**src/rtl/aocfr_pkg.sv**
```systemverilog
package aocfr_pkg;

  localparam logic [7:0] OFS_OUTPUT_STAGE = 8'h06;
  localparam logic [7:0] OFS_RESERVED     = 8'h07;
  localparam logic [7:0] OFS_FAULT        = 8'h08;

  localparam logic [7:0] RST_OUTPUT_STAGE = 8'h51;
  localparam logic [1:0] RST_TRIP_LEVEL   = 2'h0;

  localparam int POS_BRIDGE     = 7;
  localparam int POS_RATE_HI    = 6;
  localparam int POS_RATE_LO    = 4;
  localparam int POS_GAIN_HI    = 3;
  localparam int POS_GAIN_LO    = 2;
  localparam int POS_SOURCE     = 1;
  localparam int POS_TRIP_HI    = 5;
  localparam int POS_TRIP_LO    = 4;

  localparam logic [1:0] GAIN_RESERVED = 2'h3;

  // Arbitrary default control-port address
  localparam logic [6:0] DEV_ADDR_DEFAULT = 7'h2a;

  // Single-speed multiples of the frame clock
  localparam logic [4:0] RATE_X6  = 5'h06;
  localparam logic [4:0] RATE_X8  = 5'h08;
  localparam logic [4:0] RATE_X10 = 5'h0a;
  localparam logic [4:0] RATE_X12 = 5'h0c;
  localparam logic [4:0] RATE_X14 = 5'h0e;
  localparam logic [4:0] RATE_X16 = 5'h10;
  localparam logic [4:0] RATE_X20 = 5'h14;
  localparam logic [4:0] RATE_X24 = 5'h18;

  localparam logic [6:0] TRIP_PCT_100 = 7'h64;
  localparam logic [6:0] TRIP_PCT_75  = 7'h4b;
  localparam logic [6:0] TRIP_PCT_50  = 7'h32;
  localparam logic [6:0] TRIP_PCT_25  = 7'h19;

  typedef enum logic [2:0] {
    ST_IDLE, ST_ADDR, ST_ADDR_ACK, ST_WRITE, ST_WRITE_ACK, ST_READ, ST_READ_ACK
  } aocfr_i2c_state_t;

  function automatic logic [4:0] aocfr_rate_mult(input logic [2:0] code,
                                                 input logic       double_speed);
    logic [4:0] m;
    m = RATE_X16;
    unique case (code)
      3'h0: m = RATE_X6;
      3'h1: m = RATE_X8;
      3'h2: m = RATE_X10;
      3'h3: m = RATE_X12;
      3'h4: m = RATE_X14;
      3'h5: m = RATE_X16;
      3'h6: m = RATE_X20;
      3'h7: m = RATE_X24;
    endcase
    return double_speed ? (m >> 1) : m;
  endfunction : aocfr_rate_mult

  function automatic logic [6:0] aocfr_trip_pct(input logic [1:0] code);
    logic [6:0] p;
    p = TRIP_PCT_100;
    unique case (code)
      2'h0: p = TRIP_PCT_100;
      2'h1: p = TRIP_PCT_75;
      2'h2: p = TRIP_PCT_50;
      2'h3: p = TRIP_PCT_25;
    endcase
    return p;
  endfunction : aocfr_trip_pct

endpackage : aocfr_pkg

```
**src/rtl/aocfr_reg_if.sv**
```systemverilog
`timescale 1ns/10ps
interface aocfr_reg_if;
  logic       wr_stb;
  logic [7:0] addr;
  logic [7:0] wdata;
  logic [7:0] rdata;

  modport port_side (output wr_stb, output addr, output wdata, input rdata);
  modport bank_side (input wr_stb, input addr, input wdata, output rdata);
endinterface : aocfr_reg_if

```
**src/rtl/aocfr_i2c_slave.sv**
```systemverilog
`timescale 1ns/10ps
module aocfr_i2c_slave #(
  parameter logic [6:0] DEV_ADDR = aocfr_pkg::DEV_ADDR_DEFAULT
) (
  input  wire logic           clk_sys,
  input  wire logic           arst_n,
  input  wire logic           scl_in,
  input  wire logic           sda_in,
  output logic                sda_out,
  output logic                sda_oe_n,
  aocfr_reg_if.port_side      bus
);

  logic [2:0] scl_sync_reg;
  logic [2:0] sda_sync_reg;
  logic       scl_reg;
  logic       sda_reg;
  logic       scl_next;
  logic       sda_next;
  aocfr_pkg::aocfr_i2c_state_t state_reg;
  logic [7:0] shift_reg;
  logic [7:0] tx_reg;
  logic [3:0] cnt_reg;
  logic [7:0] ptr_reg;
  logic       first_reg;
  logic       rw_reg;
  logic       drive_low_reg;
  logic       acked_reg;
  logic       wr_stb_reg;
  logic [7:0] wdata_reg;

  // Pins change only once stages two and three agree
  assign scl_next = (scl_sync_reg[1] == scl_sync_reg[2]) ? scl_sync_reg[2] : scl_reg;
  assign sda_next = (sda_sync_reg[1] == sda_sync_reg[2]) ? sda_sync_reg[2] : sda_reg;

  wire scl_rise   = scl_next & ~scl_reg;
  wire scl_fall   = ~scl_next & scl_reg;
  wire start_cond = scl_reg & scl_next & sda_reg & ~sda_next;
  wire stop_cond  = scl_reg & scl_next & ~sda_reg & sda_next;
  wire byte_done  = scl_fall & (cnt_reg == 4'h8);
  wire addr_match = (shift_reg[7:1] == DEV_ADDR);

  always_ff @(posedge clk_sys or negedge arst_n) begin
    if (!arst_n) begin
      scl_sync_reg <= 3'h7;
      sda_sync_reg <= 3'h7;
      scl_reg      <= 1'b1;
      sda_reg      <= 1'b1;
    end else begin
      scl_sync_reg <= {scl_sync_reg[1:0], scl_in};
      sda_sync_reg <= {sda_sync_reg[1:0], sda_in};
      scl_reg      <= scl_next;
      sda_reg      <= sda_next;
    end
  end

  always_ff @(posedge clk_sys or negedge arst_n) begin
    if (!arst_n) begin
      state_reg     <= aocfr_pkg::ST_IDLE;
      shift_reg     <= 8'h00;
      tx_reg        <= 8'h00;
      cnt_reg       <= 4'h0;
      ptr_reg       <= 8'h00;
      first_reg     <= 1'b0;
      rw_reg        <= 1'b0;
      drive_low_reg <= 1'b0;
      acked_reg     <= 1'b0;
      wr_stb_reg    <= 1'b0;
      wdata_reg     <= 8'h00;
    end else begin
      wr_stb_reg <= 1'b0;
      if (start_cond) begin
        state_reg     <= aocfr_pkg::ST_ADDR;
        cnt_reg       <= 4'h0;
        drive_low_reg <= 1'b0;
      end else if (stop_cond) begin
        state_reg     <= aocfr_pkg::ST_IDLE;
        drive_low_reg <= 1'b0;
      end else begin
        unique case (state_reg)
          aocfr_pkg::ST_IDLE: begin
          end
          aocfr_pkg::ST_ADDR, aocfr_pkg::ST_WRITE: begin
            if (scl_rise) begin
              shift_reg <= {shift_reg[6:0], sda_next};
              cnt_reg   <= cnt_reg + 4'h1;
            end else if (byte_done) begin
              if (state_reg == aocfr_pkg::ST_ADDR) begin
                state_reg     <= addr_match ? aocfr_pkg::ST_ADDR_ACK : aocfr_pkg::ST_IDLE;
                drive_low_reg <= addr_match;
                rw_reg        <= shift_reg[0];
                first_reg     <= 1'b1;
              end else begin
                state_reg     <= aocfr_pkg::ST_WRITE_ACK;
                drive_low_reg <= 1'b1;
                first_reg     <= 1'b0;
                if (first_reg) begin
                  ptr_reg <= shift_reg;
                end else begin
                  wr_stb_reg <= 1'b1;
                  wdata_reg  <= shift_reg;
                end
              end
            end
          end
          aocfr_pkg::ST_WRITE_ACK: begin
            // Step only after the strobe has used the old pointer
            if (wr_stb_reg) begin
              ptr_reg <= ptr_reg + 8'h01;
            end
            if (scl_fall) begin
              state_reg     <= aocfr_pkg::ST_WRITE;
              drive_low_reg <= 1'b0;
              cnt_reg       <= 4'h0;
            end
          end
          aocfr_pkg::ST_ADDR_ACK: begin
            if (scl_fall) begin
              cnt_reg <= rw_reg ? 4'h1 : 4'h0;
              if (rw_reg) begin
                state_reg     <= aocfr_pkg::ST_READ;
                drive_low_reg <= ~bus.rdata[7];
                tx_reg        <= {bus.rdata[6:0], 1'b0};
              end else begin
                state_reg     <= aocfr_pkg::ST_WRITE;
                drive_low_reg <= 1'b0;
              end
            end
          end
          aocfr_pkg::ST_READ: begin
            if (scl_fall) begin
              if (cnt_reg == 4'h8) begin
                state_reg     <= aocfr_pkg::ST_READ_ACK;
                drive_low_reg <= 1'b0;
                ptr_reg       <= ptr_reg + 8'h01;
              end else begin
                drive_low_reg <= ~tx_reg[7];
                tx_reg        <= {tx_reg[6:0], 1'b0};
                cnt_reg       <= cnt_reg + 4'h1;
              end
            end
          end
          aocfr_pkg::ST_READ_ACK: begin
            if (scl_rise) begin
              acked_reg <= ~sda_next;
            end else if (scl_fall) begin
              // A missing acknowledge ends the read; wait for stop
              state_reg     <= acked_reg ? aocfr_pkg::ST_READ : aocfr_pkg::ST_IDLE;
              drive_low_reg <= acked_reg & ~bus.rdata[7];
              tx_reg        <= {bus.rdata[6:0], 1'b0};
              cnt_reg       <= 4'h1;
            end
          end
          default: begin
            state_reg <= aocfr_pkg::ST_IDLE;
          end
        endcase
      end
    end
  end

  assign sda_out    = 1'b0;
  assign sda_oe_n   = ~drive_low_reg;
  assign bus.wr_stb = wr_stb_reg;
  assign bus.addr   = ptr_reg;
  assign bus.wdata  = wdata_reg;

endmodule : aocfr_i2c_slave

```
**src/rtl/aocfr_top.sv**
```systemverilog
`timescale 1ns/10ps
module aocfr_top #(
  parameter logic [6:0] DEV_ADDR = aocfr_pkg::DEV_ADDR_DEFAULT
) (
  input  wire logic        clk_sys,
  input  wire logic        arst_n,
  input  wire logic        scl_in,
  input  wire logic        sda_in,
  output logic             sda_out,
  output logic             sda_oe_n,
  input  wire logic        double_speed_mode,
  input  wire logic [23:0] left_sample,
  input  wire logic [23:0] right_sample,
  input  wire logic        sample_valid,
  input  wire logic        clock_error_det,
  input  wire logic        overcurrent_det,
  input  wire logic        output_offset_det,
  input  wire logic        overtemp_det,
  input  wire logic        amp_shutdown_input_n,
  output logic             parallel_bridge_select,
  output logic [4:0]       switch_rate_mult,
  output logic [1:0]       analog_gain_sel,
  output logic [1:0]       overcurrent_trip_level,
  output logic [6:0]       trip_level_pct,
  output logic             amp_halt,
  output logic [23:0]      amp_a_sample,
  output logic [23:0]      amp_b_sample,
  output logic             amp_sample_valid
);

  aocfr_reg_if bus ();

  aocfr_i2c_slave #(
    .DEV_ADDR (DEV_ADDR)
  ) u_port (
    .clk_sys  (clk_sys),
    .arst_n   (arst_n),
    .scl_in   (scl_in),
    .sda_in   (sda_in),
    .sda_out  (sda_out),
    .sda_oe_n (sda_oe_n),
    .bus      (bus.port_side)
  );

  logic [7:0]  stage_reg;
  logic [7:0]  stage_next;
  logic [1:0]  trip_reg;
  logic [2:0]  sd_sync_reg;
  logic        sd_n_reg;
  logic        sd_n_next;
  logic        clk_err_reg;
  logic        oc_flag_reg;
  logic        dc_flag_reg;
  logic        ot_flag_reg;
  logic [4:0]  rate_reg;
  logic [6:0]  pct_reg;
  logic        halt_reg;
  logic [23:0] a_reg;
  logic [23:0] b_reg;
  logic        valid_reg;

  wire wr_stage = bus.wr_stb & (bus.addr == aocfr_pkg::OFS_OUTPUT_STAGE);
  wire wr_fault = bus.wr_stb & (bus.addr == aocfr_pkg::OFS_FAULT);

  // A reserved gain code is refused; the previous gain stays in force
  wire gain_bad = (bus.wdata[aocfr_pkg::POS_GAIN_HI:aocfr_pkg::POS_GAIN_LO]
                   == aocfr_pkg::GAIN_RESERVED);
  assign stage_next = gain_bad ?
      {bus.wdata[7:4], stage_reg[aocfr_pkg::POS_GAIN_HI:aocfr_pkg::POS_GAIN_LO],
       bus.wdata[1:0]} : bus.wdata;

  wire [7:0] fault_rd = {2'h0, trip_reg, clk_err_reg, oc_flag_reg, dc_flag_reg,
                         ot_flag_reg};

  // Reserved slot and unused offsets read as zero and drop writes
  assign bus.rdata = (bus.addr == aocfr_pkg::OFS_OUTPUT_STAGE) ? stage_reg :
                     (bus.addr == aocfr_pkg::OFS_FAULT)        ? fault_rd  :
                     8'h00;

  always_ff @(posedge clk_sys or negedge arst_n) begin
    if (!arst_n) begin
      stage_reg <= aocfr_pkg::RST_OUTPUT_STAGE;
      trip_reg  <= aocfr_pkg::RST_TRIP_LEVEL;
    end else begin
      if (wr_stage) begin
        stage_reg <= stage_next;
      end
      if (wr_fault) begin
        trip_reg <= bus.wdata[aocfr_pkg::POS_TRIP_HI:aocfr_pkg::POS_TRIP_LO];
      end
    end
  end

  // Shutdown pin crosses in through three stages
  assign sd_n_next = (sd_sync_reg[1] == sd_sync_reg[2]) ? sd_sync_reg[2] : sd_n_reg;
  wire sd_active = ~sd_n_next;

  always_ff @(posedge clk_sys or negedge arst_n) begin
    if (!arst_n) begin
      sd_sync_reg <= 3'h0;
      sd_n_reg    <= 1'b0;
    end else begin
      sd_sync_reg <= {sd_sync_reg[1:0], amp_shutdown_input_n};
      sd_n_reg    <= sd_n_next;
    end
  end

  // Detection beats the shutdown clear, so no fault is lost
  always_ff @(posedge clk_sys or negedge arst_n) begin
    if (!arst_n) begin
      clk_err_reg <= 1'b0;
      oc_flag_reg <= 1'b0;
      dc_flag_reg <= 1'b0;
      ot_flag_reg <= 1'b0;
    end else begin
      clk_err_reg <= clock_error_det;
      oc_flag_reg <= overcurrent_det | (oc_flag_reg & ~sd_active);
      dc_flag_reg <= output_offset_det | (dc_flag_reg & ~sd_active);
      ot_flag_reg <= overtemp_det | (ot_flag_reg & ~sd_active);
    end
  end

  wire [2:0] rate_code = stage_reg[aocfr_pkg::POS_RATE_HI:aocfr_pkg::POS_RATE_LO];
  wire       mono      = stage_reg[aocfr_pkg::POS_BRIDGE];
  wire       use_left  = stage_reg[aocfr_pkg::POS_SOURCE];
  wire [23:0] mono_src = use_left ? left_sample : right_sample;
  wire       halt_next = sd_active | clock_error_det | oc_flag_reg | dc_flag_reg
                         | ot_flag_reg;

  always_ff @(posedge clk_sys or negedge arst_n) begin
    if (!arst_n) begin
      rate_reg  <= aocfr_pkg::RATE_X16;
      pct_reg   <= aocfr_pkg::TRIP_PCT_100;
      halt_reg  <= 1'b1;
      a_reg     <= 24'h000000;
      b_reg     <= 24'h000000;
      valid_reg <= 1'b0;
    end else begin
      rate_reg  <= aocfr_pkg::aocfr_rate_mult(rate_code, double_speed_mode);
      pct_reg   <= aocfr_pkg::aocfr_trip_pct(trip_reg);
      halt_reg  <= halt_next;
      valid_reg <= sample_valid & ~halt_next;
      if (sample_valid) begin
        a_reg <= mono ? mono_src : left_sample;
        b_reg <= mono ? mono_src : right_sample;
      end
    end
  end

  assign parallel_bridge_select = mono;
  assign switch_rate_mult       = rate_reg;
  assign analog_gain_sel        = stage_reg[aocfr_pkg::POS_GAIN_HI:aocfr_pkg::POS_GAIN_LO];
  assign overcurrent_trip_level = trip_reg;
  assign trip_level_pct         = pct_reg;
  assign amp_halt               = halt_reg;
  assign amp_a_sample           = a_reg;
  assign amp_b_sample           = b_reg;
  assign amp_sample_valid       = valid_reg;

endmodule : aocfr_top

```
**config.mk**
```make
export PLATFORM = sky130hd
export DESIGN_NAME = aocfr_top
export DESIGN_NICKNAME = d
export VERILOG_FILES = /design/src/rtl/aocfr_pkg.sv /design/src/rtl/aocfr_reg_if.sv /design/src/rtl/aocfr_i2c_slave.sv /design/src/rtl/aocfr_top.sv
export SDC_FILE = /design/constraint.sdc
export NUM_CORES = 1
export LEC_CHECK = 0
export BUFFER_PORTS_ARGS = -buffer_cell sky130_fd_sc_hd__buf_2
export CORE_MARGIN = 4
export CORE_UTILIZATION = 45
export DETAILED_ROUTE_END_ITERATION = 8
export PLACE_DENSITY = 0.8
export SYNTH_ARGS = -nofsm -noshare
export SYNTH_HDL_FRONTEND = slang
export SYNTH_SLANG_ARGS = --single-unit
```
**constraint.sdc**
```tcl
create_clock -name clk_sys -period 2.68 [get_ports clk_sys]
set_input_delay 0.536 -clock clk_sys [delete_from_list [all_inputs] [get_ports clk_sys]]
set_output_delay 0.536 -clock clk_sys [all_outputs]
set_load 0.005 [all_outputs]
```
==> metrics.txt <==
Ant. Diodes 0; number of fill cells in the layout 1124; Critical Path Sink u_port.bus.addr[5]; die width 124 µm; Post-Syn Area per Cell 10.7 µm²; Leak Pwr 3.69 nW; largest net degree at the start of global routing 56; library cells used by synthesis 64; synthesis-to-layout area growth 24.5%; Routed WL per cell 16.7 µm; layout cells sized above 1 31.7%; initial antenna violation count 0; drt pass-1 iters 5; slowest CP cell dfrtp_1; CTS resizes 0; total power 0.00518 W; detailed placement HPWL 10200 µm; DRT Wirelength 14700 µm; CTS H-tree depth 4; Reg2Reg Depth 6; post-synthesis register bit count 130; RSZ-0062 raised after global routing false; hold_ws 137 ps; CORE AREA 13200 µm²; Ports 128; worst path cell trace nor2b_1 -> nand4_1 -> a221oi_2 -> buf_4 -> a21oi_1 -> a21oi_1; Tcrit/Tclk final 83.4%; Post-DP Area 6910 µm²; clk slew on worst S/H paths 60 ps; Post-Syn Area 6070 µm²; worst stage delay on the critical path 830 ps; Seq/Total Area, Yosys 53.9%; Fin Setup TNS 0 ps; Num CTS Buffers 17; worst slew pin tran 777 ps; cts hold-fix bufs 0; Post-synth EDFFs 0; synth warn 0; Via Count 4887; setup violators final 0; Max Freq 0.447 GHz; die area 15400 µm²; skew final 9.20 ps; GR Overflow Total 0; Seq. cell area 3270 µm²; FFs w/ async S/R, synth 100%; commonest non-fill, non-tap cells in the layout 125 x buf_2, 114 x dfrtp_1, 72 x nor2_1; post-route ant nets 0; max_slew headroom 47.9%; vias in the first global route 4996; Initial Util 45.8%; vias per cell 5.53; gr usage total 20.0%; # clock sinks 130; row count 42; Final Hold Violating Endpoints 0; Reg2Reg Launch Point u_port.state_reg[0]; WP data required 3010 ps; reg-to-reg slack, setup 440 ps; Port Buffers 126; Post-Synthesis Cells 569; startpoint class of the critical path flip-flop; Placer Congestion 0.928; syn nets 638; critical path class flip-flop to flip-flop; Crit. End Element flip-flop; # Post-CTS Setup Buffers 0; Post-synth top flop dfrtp_1; Clock Path Buffers 2; Clock Tree Root clkbuf_16; multi-input logic area 2630 µm²; WP data arrival 2570 ps; VDD IR max 0.430 mV; Post-layout nets 763; min Tclk post-route 2240 ps; first-pass GRT wire length 24000 µm; DIE HEIGHT 124 µm; max cap viols 0; DRC 0; CTS tree built; design area 7560 µm²; max-slew violations 0; CP Launch Point u_port.state_reg[0]; worst hold path class input port to asynchronous set/reset pin; outcome completed; most common cell after layout, fill and taps aside buf_2; Worst R2R End u_port.bus.addr[5]; initial drt markers 345; critical path fanouts, max 27; Top cell by count, worst path a21oi_1; power per cell area 686 nW/µm²; worst skew pair latency 410 ps
synthesized netlist by cell type, drive strengths merged (4+ instances only):
cell    count  area share [%]
a21o        6            0.74
a21oi      70             5.8
a22oi       6            0.74
and3b       4            0.58
buf         9            0.85
clkbuf     22             1.4
dfrtp     114              47
dfstp      16             6.9
ha         10             2.1
inv        10            0.62
mux2       27             5.0
mux2i      50             8.2
nand2      33             2.0
nand2b      6            0.62
nand3      14             1.2
nand3b      5            0.62
nor2       73             4.6
nor2b       9            0.93
nor3        6            0.58
o21ai      23             1.9
o22ai       6            0.62
how the worst min path moves through the flow:
stage / from / end / depth (start not counted) / slack (ps)
after global placement: sd_sync_reg[0] / sd_sync_reg[1] / 0 / 340
after CTS: arst_n / u_port.shift_reg[7] / 1 / 150
after detailed placement: sd_sync_reg[0] / sd_sync_reg[1] / 0 / 340
final: arst_n / u_port.bus.addr[3] / 1 / 140
after global routing: arst_n / u_port.bus.addr[3] / 1 / 180
after floorplan: arst_n / amp_a_sample[0] / 0 / 240
cell type report:
class | instances | share of cell area, %
Timing Repair Buffer | 137 | 9.97
Multi-Input combinational cell | 398 | 34.7
Inverter | 10 | 0.497
Sequential cell | 130 | 43.3
Clock inverter | 13 | 2.57
Clock buffer | 19 | 5.99
Tap cell | 176 | 2.91
power breakdown:
group          internal [W]  switching, W  leakage [nW]  total [W]
logic              0.000210      0.000248          1.80   0.000458
registers           0.00209      0.000108          1.59    0.00220
clock network       0.00162      0.000905         0.304    0.00253
metal layers:
| layer | part of all wire (%) | track usage (%) | wire, µm | up-vias |
|---|---|---|---|---|
| li1 | - | - | - | 2288 |
| met1 | 41 | 23.4 | 5990 | 2379 |
| met2 | 49 | 33.6 | 7260 | 188 |
| met3 | 8.0 | 7.22 | 1180 | 32 |
| met4 | 2.0 | 7.53 | 298 | 0 |
| met5 | 0 | 0 | 0 | - |
worst max-delay path, delay by kind of cell, from the launching register on:
family,cells,cell delay [ps]
and+or+nand+nor,2,530
AOI/OAI and AO/OA,3,540
DFF,1,830
buffers and inverters,1,260
stage by stage:
| stage | cells | setup slack (ps) | util [%] |
|---|---|---|---|
| after floorplan | 569 | 696 | - |
| after global placement | 851 | 546 | 52.2 |
| after detailed placement | 851 | 482 | 52.2 |
| after CTS | 883 | 468 | 57.1 |
| after global routing | 883 | 250 | 57.1 |
| final | 883 | 444 | 57.1 |
kinds of logic (layout without fill, tap and decap cells):
family | after synthesis | count (layout) | share of synthesized area (%)
flops | 130 | 130 | 53.9
buf+inv | 41 | 179 | 2.82
mux | 77 | 77 | 13.3
other cells | 1 | 1 | 0.0618
fa+ha+maj | 12 | 12 | 2.39
simple gates | 171 | 171 | 14.0
compound gates | 137 | 137 | 13.5
No activity file was read; power rests on OpenSTA's default activity.
